### src/include/ebw_pkg.sv
// Constants and types for the external bus width, segment and chip select block.
// Assumes a single 20 MHz core clock; no register bus, all settings are ports.
package ebw_pkg;

	// ****************************************
	// Clock and timing
	// ****************************************
	localparam int unsigned CLK_MHZ = 20;
	localparam int unsigned CMD_TIME_NS = 150;
	localparam int unsigned CMD_CYCLES = (CMD_TIME_NS * CLK_MHZ + 999) / 1000;
	localparam logic [1:0] CMD_LAST = 2'(CMD_CYCLES - 1);
	localparam logic [1:0] STRAP_SETTLE = 2'h2;

	// ****************************************
	// Widths
	// ****************************************
	localparam int unsigned DATA_W = 16;
	localparam int unsigned ADDR_W = 24;
	localparam int unsigned SEG_W = 7;
	localparam int unsigned SEG_LSB = 16;
	localparam int unsigned CS_W = 4;
	localparam int unsigned WIN_N = 5;
	localparam int unsigned STRAP_W = 6;

	// ****************************************
	// Segment line select codes and masks
	// ****************************************
	localparam logic [1:0] SEG_TWO = 2'h3;
	localparam logic [1:0] SEG_MAX = 2'h2;
	localparam logic [1:0] SEG_NONE = 2'h1;
	localparam logic [1:0] SEG_FOUR = 2'h0;
	localparam logic [6:0] SEG_MASK_TWO = 7'h03;
	localparam logic [6:0] SEG_MASK_MAX = 7'h7f;
	localparam logic [6:0] SEG_MASK_NONE = 7'h00;
	localparam logic [6:0] SEG_MASK_FOUR = 7'h0f;

	// ****************************************
	// Chip select count codes and masks
	// ****************************************
	localparam logic [1:0] CS_FOUR = 2'h3;
	localparam logic [1:0] CS_NONE = 2'h2;
	localparam logic [1:0] CS_TWO = 2'h1;
	localparam logic [1:0] CS_THREE = 2'h0;
	localparam logic [3:0] CS_MASK_FOUR = 4'hf;
	localparam logic [3:0] CS_MASK_NONE = 4'h0;
	localparam logic [3:0] CS_MASK_TWO = 4'h3;
	localparam logic [3:0] CS_MASK_THREE = 4'h7;

	// ****************************************
	// Chip select modes, {write_mode, read_mode}
	// ****************************************
	localparam logic [1:0] CSM_ADDR = 2'h0;
	localparam logic [1:0] CSM_READ = 2'h1;
	localparam logic [1:0] CSM_WRITE = 2'h2;
	localparam logic [1:0] CSM_RW = 2'h3;

	// ****************************************
	// Reset values
	// ****************************************
	localparam logic [3:0] CS_PULLUP_RST = 4'hf;
	localparam logic [3:0] CS_BOOT = 4'h1;

	typedef enum logic [2:0] {
		ST_IDLE = 3'b001,
		ST_ALE = 3'b010,
		ST_CMD = 3'b100
	} ebw_state_t;

endpackage

### src/logic/ebw_ext_bus_ctrl.sv
// External bus data width, segment address and chip select generation.
// Assumes CPU requests come from logic on i_clk; straps and pins are synchronised here.
//
// What this block does
// - 16-bit mode uses whole data port, 8-bit mode only the low byte.
// - Word on 8-bit bus runs as two byte cycles, low byte first, assembled internally.
// - On 16-bit bus upper byte selected by upper enable, lower byte by A0.
// - Split strobe mode: write pin is low-byte strobe, upper enable is high-byte strobe.
// - Byte write to 16-bit device drives the byte onto both data halves.
// - Byte read from 16-bit device keeps only the addressed byte.
// - Address port released for I/O unless some window is demultiplexed.
// - Upper byte enable pin works when disable bit is 0, else released.
// - Disable bit resets to 0 with 16-bit strap, otherwise to 1.
// - Segment line count follows the reset-latched select field.
// - Chip select count follows the reset-latched count field.
// - Each chip select goes low inside its window, high outside.
// - At each external cycle one chip select is chosen, all others driven high.
// - Internal accesses leave chip selects alone; extension peripheral access clears all.
// - Window without an enabled chip select deasserts every enabled line.
// - Chip select mode from write and read mode bits, address mode default.
// - Address mode asserts at latch-enable fall and holds until another area.
// - Read/write modes assert only while the matching strobe is active.
// - Boot chip select is active right after reset outside single chip mode.
// - Pull-ups hold chip selects high in reset, then enabled lines are driven.
// - During hold acknowledge pull-ups go on for enabled lines; new master drives.
`timescale 1ns/1ps
module ebw_ext_bus_ctrl (
	// Clock and reset
	input wire logic i_clk,
	input wire logic i_reset_n,
	// CPU request, byte data in bits 7:0
	input wire logic i_req,
	input wire logic i_write,
	input wire logic i_byte,
	input wire logic [23:0] i_addr,
	input wire logic [15:0] i_wdata,
	input wire logic i_internal,
	input wire logic i_xper,
	input wire logic [2:0] i_window,
	// Window configuration
	input wire logic [4:0] i_window_bus16,
	input wire logic [4:0] i_window_demux,
	input wire logic [4:0] i_chipsel_write_mode,
	input wire logic [4:0] i_chipsel_read_mode,
	input wire logic i_write_pin_config,
	input wire logic i_byte_dis_we,
	input wire logic i_byte_dis,
	// Reset straps
	input wire logic i_strap_bus16,
	input wire logic [1:0] i_strap_seg,
	input wire logic [1:0] i_strap_cs,
	input wire logic i_single_chip,
	// Pins in
	input wire logic [15:0] i_ext_data_port,
	input wire logic i_hold_ack_n,
	// CPU answer and status
	output logic o_busy,
	output logic o_done,
	output logic [15:0] o_rdata,
	output logic o_upper_byte_pin_disable,
	// Bus strobes
	output logic o_ale,
	output logic o_rd_n,
	output logic o_write_n,
	output logic o_upper_byte_enable_n,
	output logic o_upper_byte_enable_oe,
	// Data and address ports
	output logic [15:0] o_ext_data_port,
	output logic [1:0] o_ext_data_oe,
	output logic [15:0] o_ext_addr_port,
	output logic o_ext_addr_oe,
	output logic [6:0] o_seg_addr,
	output logic [6:0] o_seg_oe,
	// Chip selects
	output logic [3:0] o_chip_select_n,
	output logic [3:0] o_chip_select_oe,
	output logic [3:0] o_chip_select_pullup
);

	// ****************************************
	// Decoders
	// ****************************************
	function automatic logic [3:0] cs_mask_of(input logic [1:0] code);
		unique case (code)
			ebw_pkg::CS_FOUR: cs_mask_of = ebw_pkg::CS_MASK_FOUR;
			ebw_pkg::CS_NONE: cs_mask_of = ebw_pkg::CS_MASK_NONE;
			ebw_pkg::CS_TWO: cs_mask_of = ebw_pkg::CS_MASK_TWO;
			ebw_pkg::CS_THREE: cs_mask_of = ebw_pkg::CS_MASK_THREE;
		endcase
	endfunction

	function automatic logic [6:0] seg_mask_of(input logic [1:0] code);
		unique case (code)
			ebw_pkg::SEG_TWO: seg_mask_of = ebw_pkg::SEG_MASK_TWO;
			ebw_pkg::SEG_MAX: seg_mask_of = ebw_pkg::SEG_MASK_MAX;
			ebw_pkg::SEG_NONE: seg_mask_of = ebw_pkg::SEG_MASK_NONE;
			ebw_pkg::SEG_FOUR: seg_mask_of = ebw_pkg::SEG_MASK_FOUR;
		endcase
	endfunction

	// ****************************************
	// Synchronisers
	// ****************************************
	logic [5:0] strap_s;
	logic [16:0] pin_s;
	logic hold_act;
	logic [15:0] data_s;

	ebw_sync2 #(.W(ebw_pkg::STRAP_W)) u_strap_sync (
		.i_clk(i_clk),
		.i_reset_n(i_reset_n),
		.i_async({i_single_chip, i_strap_cs, i_strap_seg, i_strap_bus16}),
		.o_sync(strap_s)
	);

	ebw_sync2 #(.W(17)) u_pin_sync (
		.i_clk(i_clk),
		.i_reset_n(i_reset_n),
		.i_async({~i_hold_ack_n, i_ext_data_port}),
		.o_sync(pin_s)
	);

	assign hold_act = pin_s[16];
	assign data_s = pin_s[15:0];

	// ****************************************
	// Reset configuration latch
	// ****************************************
	logic [1:0] cfg_cnt;
	logic cfg_done;
	logic [1:0] seg_code;
	logic [1:0] cs_code;
	logic single_chip;
	logic byte_dis;
	logic [3:0] cs_mask;

	assign cs_mask = cs_mask_of(cs_code);

	always_ff @(posedge i_clk or negedge i_reset_n) begin
		if (!i_reset_n) begin
			cfg_cnt <= 2'h0;
			cfg_done <= 1'b0;
			seg_code <= ebw_pkg::SEG_TWO;
			cs_code <= ebw_pkg::CS_FOUR;
			single_chip <= 1'b0;
		end else if (!cfg_done) begin
			cfg_cnt <= cfg_cnt + 2'h1;
			if (cfg_cnt == ebw_pkg::STRAP_SETTLE) begin
				cfg_done <= 1'b1;
				seg_code <= strap_s[2:1];
				cs_code <= strap_s[4:3];
				single_chip <= strap_s[5];
			end
		end
	end

	always_ff @(posedge i_clk or negedge i_reset_n) begin
		if (!i_reset_n) begin
			byte_dis <= 1'b1;
		end else if (!cfg_done && cfg_cnt == ebw_pkg::STRAP_SETTLE) begin
			byte_dis <= ~strap_s[0];
		end else if (i_byte_dis_we) begin
			byte_dis <= i_byte_dis;
		end
	end

	// ****************************************
	// Cycle sequencer
	// ****************************************
	ebw_pkg::ebw_state_t state;
	logic [1:0] cmd_cnt;
	logic [23:0] cur_addr;
	logic [15:0] cur_wdata;
	logic cur_write;
	logic cur_byte;
	logic cur_bus16;
	logic cur_mux;
	logic [1:0] cur_mode;
	logic [3:0] cur_line;
	logic second;
	logic split_first;
	logic cmd_end;
	logic take;

	assign take = i_req && cfg_done && !hold_act && state == ebw_pkg::ST_IDLE;
	assign split_first = !cur_bus16 && !cur_byte && !second;
	assign cmd_end = state == ebw_pkg::ST_CMD && cmd_cnt == ebw_pkg::CMD_LAST;

	always_ff @(posedge i_clk or negedge i_reset_n) begin
		if (!i_reset_n) begin
			state <= ebw_pkg::ST_IDLE;
			cmd_cnt <= 2'h0;
			second <= 1'b0;
		end else begin
			unique case (state)
				ebw_pkg::ST_IDLE: begin
					if (take && !i_internal && !i_xper) begin
						state <= ebw_pkg::ST_ALE;
						second <= 1'b0;
					end
				end
				ebw_pkg::ST_ALE: begin
					state <= ebw_pkg::ST_CMD;
					cmd_cnt <= 2'h0;
				end
				ebw_pkg::ST_CMD: begin
					cmd_cnt <= cmd_cnt + 2'h1;
					if (cmd_end) begin
						if (split_first) begin
							state <= ebw_pkg::ST_ALE;
							second <= 1'b1;
						end else begin
							state <= ebw_pkg::ST_IDLE;
						end
					end
				end
			endcase
		end
	end

	always_ff @(posedge i_clk or negedge i_reset_n) begin
		if (!i_reset_n) begin
			cur_addr <= 24'h000000;
			cur_wdata <= 16'h0000;
			cur_write <= 1'b0;
			cur_byte <= 1'b0;
			cur_bus16 <= 1'b0;
			cur_mux <= 1'b0;
			cur_mode <= ebw_pkg::CSM_ADDR;
			cur_line <= 4'h0;
		end else if (take) begin
			cur_addr <= i_addr;
			cur_wdata <= i_wdata;
			cur_write <= i_write;
			cur_byte <= i_byte;
			cur_bus16 <= i_window_bus16[i_window];
			cur_mux <= !i_window_demux[i_window];
			cur_mode <= {i_chipsel_write_mode[i_window], i_chipsel_read_mode[i_window]};
			cur_line <= (i_window < 3'h4) ? (4'h1 << i_window[1:0]) & cs_mask : 4'h0;
		end else if (cmd_end && split_first) begin
			cur_addr <= cur_addr + 24'h000001;
		end
	end

	// ****************************************
	// Read data assembly and answer
	// ****************************************
	always_ff @(posedge i_clk or negedge i_reset_n) begin
		if (!i_reset_n) begin
			o_rdata <= 16'h0000;
			o_done <= 1'b0;
			o_busy <= 1'b0;
		end else begin
			o_done <= (take && (i_internal || i_xper)) || (cmd_end && !split_first);
			o_busy <= state != ebw_pkg::ST_IDLE || take;
			if (cmd_end && !cur_write) begin
				if (cur_bus16 && cur_byte) begin
					o_rdata <= {8'h00, cur_addr[0] ? data_s[15:8] : data_s[7:0]};
				end else if (cur_bus16) begin
					o_rdata <= data_s;
				end else if (second) begin
					o_rdata[15:8] <= data_s[7:0];
				end else begin
					o_rdata <= {8'h00, data_s[7:0]};
				end
			end
		end
	end

	// ****************************************
	// Chip select generation
	// ****************************************
	logic [3:0] cs_hold;
	logic [3:0] cs_strobe;
	logic strobe_match;

	always_ff @(posedge i_clk or negedge i_reset_n) begin
		if (!i_reset_n) begin
			cs_hold <= 4'h0;
		end else if (!cfg_done && cfg_cnt == ebw_pkg::STRAP_SETTLE) begin
			cs_hold <= strap_s[5] ? 4'h0 : ebw_pkg::CS_BOOT;
		end else if (take && i_xper) begin
			cs_hold <= 4'h0;
		end else if (state == ebw_pkg::ST_ALE) begin
			cs_hold <= (cur_mode == ebw_pkg::CSM_ADDR) ? cur_line : 4'h0;
		end
	end

	assign strobe_match = state == ebw_pkg::ST_CMD &&
		((cur_write && cur_mode[1]) || (!cur_write && cur_mode[0]));
	assign cs_strobe = strobe_match ? cur_line : 4'h0;

	always_ff @(posedge i_clk or negedge i_reset_n) begin
		if (!i_reset_n) begin
			o_chip_select_n <= 4'hf;
			o_chip_select_oe <= 4'h0;
			o_chip_select_pullup <= ebw_pkg::CS_PULLUP_RST;
		end else if (!cfg_done) begin
			o_chip_select_n <= 4'hf;
			o_chip_select_oe <= 4'h0;
			o_chip_select_pullup <= ebw_pkg::CS_PULLUP_RST;
		end else begin
			o_chip_select_n <= ~((cs_hold | cs_strobe) & cs_mask & {4{~single_chip}});
			o_chip_select_oe <= hold_act ? 4'h0 : cs_mask;
			o_chip_select_pullup <= hold_act ? cs_mask : 4'h0;
		end
	end

	// ****************************************
	// Byte lane strobes and pins
	// ****************************************
	logic lo_sel;
	logic hi_sel;
	logic in_cmd;
	logic [7:0] wbyte;

	assign lo_sel = !cur_bus16 || !cur_byte || !cur_addr[0];
	assign hi_sel = cur_bus16 && (!cur_byte || cur_addr[0]);
	assign in_cmd = state == ebw_pkg::ST_CMD;
	assign wbyte = second ? cur_wdata[15:8] : cur_wdata[7:0];

	always_ff @(posedge i_clk or negedge i_reset_n) begin
		if (!i_reset_n) begin
			o_ale <= 1'b0;
			o_rd_n <= 1'b1;
			o_write_n <= 1'b1;
			o_upper_byte_enable_n <= 1'b1;
			o_upper_byte_enable_oe <= 1'b0;
			o_upper_byte_pin_disable <= 1'b1;
		end else begin
			o_ale <= state == ebw_pkg::ST_ALE;
			o_rd_n <= !(in_cmd && !cur_write);
			o_upper_byte_pin_disable <= byte_dis;
			o_upper_byte_enable_oe <= !byte_dis;
			if (i_write_pin_config) begin
				o_write_n <= !(in_cmd && cur_write && lo_sel);
				o_upper_byte_enable_n <= !(in_cmd && cur_write && hi_sel);
			end else begin
				o_write_n <= !(in_cmd && cur_write);
				o_upper_byte_enable_n <= !(state != ebw_pkg::ST_IDLE && hi_sel);
			end
		end
	end

	always_ff @(posedge i_clk or negedge i_reset_n) begin
		if (!i_reset_n) begin
			o_ext_data_port <= 16'h0000;
			o_ext_data_oe <= 2'h0;
		end else if (state == ebw_pkg::ST_ALE && cur_mux) begin
			o_ext_data_port <= cur_addr[15:0];
			o_ext_data_oe <= cur_bus16 ? 2'h3 : 2'h1;
		end else if (in_cmd && cur_write) begin
			if (cur_bus16 && cur_byte) begin
				o_ext_data_port <= {cur_wdata[7:0], cur_wdata[7:0]};
			end else if (cur_bus16) begin
				o_ext_data_port <= cur_wdata;
			end else begin
				o_ext_data_port <= {8'h00, wbyte};
			end
			o_ext_data_oe <= cur_bus16 ? 2'h3 : 2'h1;
		end else begin
			o_ext_data_oe <= 2'h0;
		end
	end

	always_ff @(posedge i_clk or negedge i_reset_n) begin
		if (!i_reset_n) begin
			o_ext_addr_port <= 16'h0000;
			o_ext_addr_oe <= 1'b0;
			o_seg_addr <= 7'h00;
			o_seg_oe <= 7'h00;
		end else begin
			o_ext_addr_port <= cur_addr[15:0];
			o_ext_addr_oe <= |i_window_demux;
			o_seg_addr <= cur_addr[ebw_pkg::SEG_LSB +: ebw_pkg::SEG_W];
			o_seg_oe <= cfg_done ? seg_mask_of(seg_code) : 7'h00;
		end
	end
endmodule // ebw_ext_bus_ctrl

### src/logic/ebw_sync2.sv
// Two flip-flop synchroniser for pins that arrive from outside the clock domain.
// Assumes each bit is an independent level; no word coherency is given.
`timescale 1ns/1ps
module ebw_sync2 #(
	parameter int unsigned W = 1
) (
	// Clock and reset
	input wire logic i_clk,
	input wire logic i_reset_n,
	// Levels
	input wire logic [W-1:0] i_async,
	output logic [W-1:0] o_sync
);

	logic [W-1:0] meta;

	always_ff @(posedge i_clk or negedge i_reset_n) begin
		if (!i_reset_n) begin
			meta <= '0;
			o_sync <= '0;
		end else begin
			meta <= i_async;
			o_sync <= meta;
		end
	end

endmodule // ebw_sync2

### config.mk
export PLATFORM = sky130hd
export DESIGN_NAME = ebw_ext_bus_ctrl
export DESIGN_NICKNAME = d
export VERILOG_FILES = /design/src/include/ebw_pkg.sv /design/src/logic/ebw_ext_bus_ctrl.sv /design/src/logic/ebw_sync2.sv
export SDC_FILE = /design/constraint.sdc
export NUM_CORES = 1
export LEC_CHECK = 0
export BUFFER_PORTS_ARGS = -buffer_cell sky130_fd_sc_hd__buf_2
export CELL_PAD_IN_SITES_DETAIL_PLACEMENT = 0
export CELL_PAD_IN_SITES_GLOBAL_PLACEMENT = 2
export CORE_MARGIN = 2
export CORE_UTILIZATION = 38
export CTS_BUF_LIST = sky130_fd_sc_hd__clkbuf_8
export DETAILED_ROUTE_END_ITERATION = 7
export PLACE_DENSITY = 0.95
export SETUP_SLACK_MARGIN = 0.15
export SYNTH_ARGS = -nofsm -noshare
export SYNTH_HDL_FRONTEND = slang
export SYNTH_SLANG_ARGS = --single-unit
export TNS_END_PERCENT = 50
### constraint.sdc
create_clock -name i_clk -period 5 [get_ports i_clk]
set_input_delay 1 -clock i_clk [delete_from_list [all_inputs] [get_ports i_clk]]
set_output_delay 1 -clock i_clk [all_outputs]
set_load 0.005 [all_outputs]
==> impl_metrics.py <==
metrics = {
    "outcome": {
        "outcome": "complete, no violations",
    },
    "power_and_ir_drop": {
        "register_share_of_total_power_pct": 52.4,
        "vdd_drop_max_mv": 0.181,
        "total_power_consumption_uw": 4440,
        "powerDensity_mw_per_mm2": 480,
        "pwr-share-comb_pct": 23.0,
        "proportion_of_power_drawn_by_the_clock_network_pct": 24.6,
        "switching_share_pct": 34.6,
        "internal_portion_of_total_power_uw": 2900,
        "switching_power_uw": 1540,
        "p_leak_uw": 0.00433,
    },
    "floorplanning": {
        "rows": 52,
        "die_height_um": 146,
        "fp.dieArea_mm2": 0.0214,
        "floorplan.core_area_mm2": 0.0200,
        "top_level_ports": 181,
        "floorplan.die.width_um": 146,
        "floorplan.initialDensity_pct": 38.4,
    },
    "placement": {
        "gp_congestion": 0.758,
        "port_buffers": 179,
        "placed_cell_area_mm2": 0.00877,
        "pre_cts_ws_ps": 2490,
        "dp_hpwl_um": 12000,
    },
    "grt": {
        "grt_remaining_overflow": 0,
        "grt_util_all_layers_pct": 17.0,
        "grt_pass1_vias": 5369,
        "grt_max_degree": 124,
        "antenna_found_initial": 3,
        "grt_pass1_wl_um": 28500,
    },
    "route": {
        "detailroute.via_count": 5470,
        "drt_pass1_iterations": 4,
        "route.detailed.wl_per_inst_um": 15.2,
        "route.final.wire_length_um": 17400,
        "post-route-drc-count": 0,
        "detail_route.iter0.violations": 272,
        "via_per_inst": 4.78,
        "ant_nets": 0,
    },
    "sta": {
        "timing.setup.tns_ps": 0,
        "report.final.setup_viol": 0,
        "finClkSkew_ps": 16.5,
        "final_hold_viols": 0,
        "fin_crit_ps": 2510,
        "max_slew.worst_pin.slew_ps": 1010,
        "grt_setup_unrepaired": "false",
        "fin_crit_sh_pct": 50.2,
        "max-slew-margin-rel_pct": 32.5,
        "post-route-worst-setup-slack_ps": 2490,
        "finalMaxSlewViolations": 0,
        "fmaxAchievable_mhz": 398,
    },
    "cts": {
        "cts_root_buffer": "sky130_fd_sc_hd__clkbuf_8",
        "clk_latency_ps": 470,
        "tritoncts": "done",
        "number_of_clock_sinks_seen_by_cts": 193,
        "cts-buffers-inserted": 17,
        "hold_buffers": 0,
        "cts.clk_slew.worst_paths_ps": 120,
        "deepest_level_of_the_cts_h_tree": 4,
        "cts.path.max_buffers": 2,
        "cts_resized": 0,
        "cts_setup_buffers": 0,
    },
    "synthesis": {
        "ys_seq_area_share_pct": 63.0,
        "post-synth-top-count-cell": "sky130_fd_sc_hd__dfrtp_1",
        "yosys.area_share.simple_pct": 17.1,
        "synth-xor-area-share_pct": 2.62,
        "area_fraction_in_compound_gates_after_synthesis_pct": 9.06,
        "synth_fa_ha_area_share_pct": 0.813,
        "avgSynthCellArea_um2": 11.0,
        "synth-warning-count": 0,
        "synth.cells.most_frequent": "sky130_fd_sc_hd__dfrtp_1, sky130_fd_sc_hd__nand2_1, sky130_fd_sc_hd__o21ai_0",
        "synth_top_area_cell": "sky130_fd_sc_hd__dfrtp_1",
        "ys_dominant_reg_cell": "sky130_fd_sc_hd__dfrtp_1",
        "muxShareOfSynthArea_pct": 3.69,
        "postSynth.asyncResetShare_pct": 100,
        "synth_fp_nets": 801,
        "ys_seq_elements": 193,
        "largest_family_of_logic_cells_by_synthesized_area": "simple AND/OR/NAND/NOR gates",
        "count_of_flip_flops_with_a_built_in_enable_after_synthesis": 0,
        "post_synth_inst_count": 700,
        "synth_area_mm2": 0.00769,
        "post_synth_num_cell_types": 54,
        "synth_top_cells_by_area": "sky130_fd_sc_hd__dfrtp_1, sky130_fd_sc_hd__nand2_1, sky130_fd_sc_hd__dfstp_2, sky130_fd_sc_hd__o21ai_0, sky130_fd_sc_hd__xnor2_1",
        "synth_top_cell_area_share_pct": 57.2,
    },
    "setup_path": {
        "path_common_cell": "sky130_fd_sc_hd__nand2_1",
        "regToRegStartpoint": "state[2]",
        "critical_path.endpoint": "o_ext_data_port[11]",
        "crit_chain": "nand2b_1 -> or2_2 -> inv_2 -> nand2_1 -> nand2_1 -> o221a_2",
        "worst-path-buf-inv": 1,
        "rrSetupSlack_ps": 2490,
        "critical-path-slowest-cell": "sky130_fd_sc_hd__nand2_1",
        "worstSetupStartpointType": "register",
        "critical_path.reg2reg.endpoint": "o_ext_data_port[11]",
        "path_class": "register to register",
        "cp_slowest_stage_delay_ps": 570,
        "critPathArrivalTime_ps": 2930,
        "critical_path_peak_fanout": 21,
        "critical_path.endpoint_type": "register",
        "timing.critical_path.depth": 6,
        "cp_top_family": "simple AND/OR/NAND/NOR gates",
        "reg2regPathDepth": 6,
        "timing.critical_path.required_ps": 5420,
        "startpoint": "state[2]",
    },
    "finish": {
        "multi_input_area_mm2": 0.00257,
        "post_route_cells_drive_above_1_share_pct": 30.8,
        "final-seq-area_mm2": 0.00485,
        "flow.area_growth_from_synthesis_pct": 20.0,
        "nFillCells": 1961,
        "fin_nets": 960,
        "fin_area_mm2": 0.00924,
    },
    "worst_hold_path": {
        "holdCritPathClass": "register to register",
    },
    "job": {
        "max_cap_violations": 0,
    },
}
## state kept, by name, indices dropped and copies added, names as in the netlist, 7 cells and up
signal             count
cur_addr              23
o_ext_addr_port       16
o_rdata               16
o_ext_data_port       16
o_seg_addr             7
cur_wdata             16
u_pin_sync.o_sync     17
u_pin_sync.meta       17
## kinds of logic (layout without fill, tap and decap cells)
group	Yosys count	after routing
muxes	27	27
and+or+nand+nor	278	278
adders and majority gates	5	5
AOI/OAI and AO/OA	112	112
other	0	3
DFF	193	193
xor gates and xnor gates	23	23
buffers and inverters	62	234
## worst register-to-register path, cell delays in order, from the launching register on
cell                       delay, ps
sky130_fd_sc_hd__dfrtp_1         460
sky130_fd_sc_hd__nand2b_1        210
sky130_fd_sc_hd__or2_2           350
sky130_fd_sc_hd__inv_2           140
sky130_fd_sc_hd__nand2_1         450
sky130_fd_sc_hd__nand2_1         570
sky130_fd_sc_hd__o221a_2         290
## how the worst min path moves through the flow
stage               cells past startpoint  slack [ps]                    end           startpoint
global placement                        0         330  u_pin_sync.o_sync[16]  u_pin_sync.meta[16]
CTS                                     0         350  u_pin_sync.o_sync[12]  u_pin_sync.meta[12]
floorplan                               0         330   u_pin_sync.o_sync[0]   u_pin_sync.meta[0]
detailed placement                      0         330   u_pin_sync.o_sync[0]   u_pin_sync.meta[0]
finish                                  0         340  u_pin_sync.o_sync[12]  u_pin_sync.meta[12]
global route                            0         350  u_pin_sync.o_sync[12]  u_pin_sync.meta[12]
## layer usage
layer / wire [µm] / part of all wire, % / vias up / track usage (%)
met3: 860 / 4.9 / 18 / 3.84
met4: 289 / 1.7 / 0 / 5.83
met2: 8450 / 49 / 138 / 27.1
li1: - / - / 2677 / -
met1: 7790 / 45 / 2637 / 23.0
met5: 0 / 0 / - / 0
## cell type report
cell class	instances	area share [%]
Sequential cell	193	52.5
Multi-Input combinational cell	445	27.8
Timing Repair Buffer	183	10.3
Tap cell	270	3.66
Clock buffer	17	2.53
Clock inverter	15	2.37
Inverter	19	0.772
Antenna cell	3	0.0813
## cell usage in the layout (no fill, tap or decap), types with 4 or more instances in the layout
cell type / count
sky130_fd_sc_hd__buf_2: 178
sky130_fd_sc_hd__dfrtp_1: 176
sky130_fd_sc_hd__nand2_1: 159
sky130_fd_sc_hd__o21ai_0: 42
sky130_fd_sc_hd__nand3_1: 26
sky130_fd_sc_hd__xnor2_1: 22
sky130_fd_sc_hd__nor2_1: 21
sky130_fd_sc_hd__a21oi_1: 20
sky130_fd_sc_hd__inv_1: 18
sky130_fd_sc_hd__clkbuf_8: 18
sky130_fd_sc_hd__dfstp_2: 17
sky130_fd_sc_hd__mux2i_1: 16
sky130_fd_sc_hd__nor3_1: 13
sky130_fd_sc_hd__mux2_2: 11
sky130_fd_sc_hd__o221a_2: 11
sky130_fd_sc_hd__nand2b_1: 10
sky130_fd_sc_hd__o21ai_1: 10
sky130_fd_sc_hd__a22oi_1: 8
sky130_fd_sc_hd__nor2b_1: 7
sky130_fd_sc_hd__a21o_1: 5
sky130_fd_sc_hd__and2_1: 5
sky130_fd_sc_hd__a31oi_1: 5
sky130_fd_sc_hd__ha_1: 5
sky130_fd_sc_hd__clkinv_8: 5
sky130_fd_sc_hd__inv_12: 5
sky130_fd_sc_hd__or3_1: 4
sky130_fd_sc_hd__nor4_1: 4
sky130_fd_sc_hd__o22ai_1: 4
## metrics by stage
| stage | hold slack, ps | util (%) | std cells |
|---|---|---|---|
| 6_report | 344 | 46.1 | 1145 |
| 5_1_grt | 351 | 46.1 | 1143 |
| 4_1_cts | 351 | 46.0 | 1142 |
| 3_5_place_dp | 335 | 43.8 | 1110 |
| 3_3_place_gp | 331 | 43.8 | 1110 |
| 2_1_floorplan | 331 | - | 700 |
## power by group through the flow
stage          sequential (µW)  clock, µW  combinational, µW
6_report                  2320       1090               1020
5_1_grt                   2390       1200               1160
4_1_cts                   2330       1130               1040
3_5_place_dp              2360          0               1040
3_3_place_gp              2350          0               1020
2_1_floorplan             2270          0                620
Power figures use the tool's default switching activity.
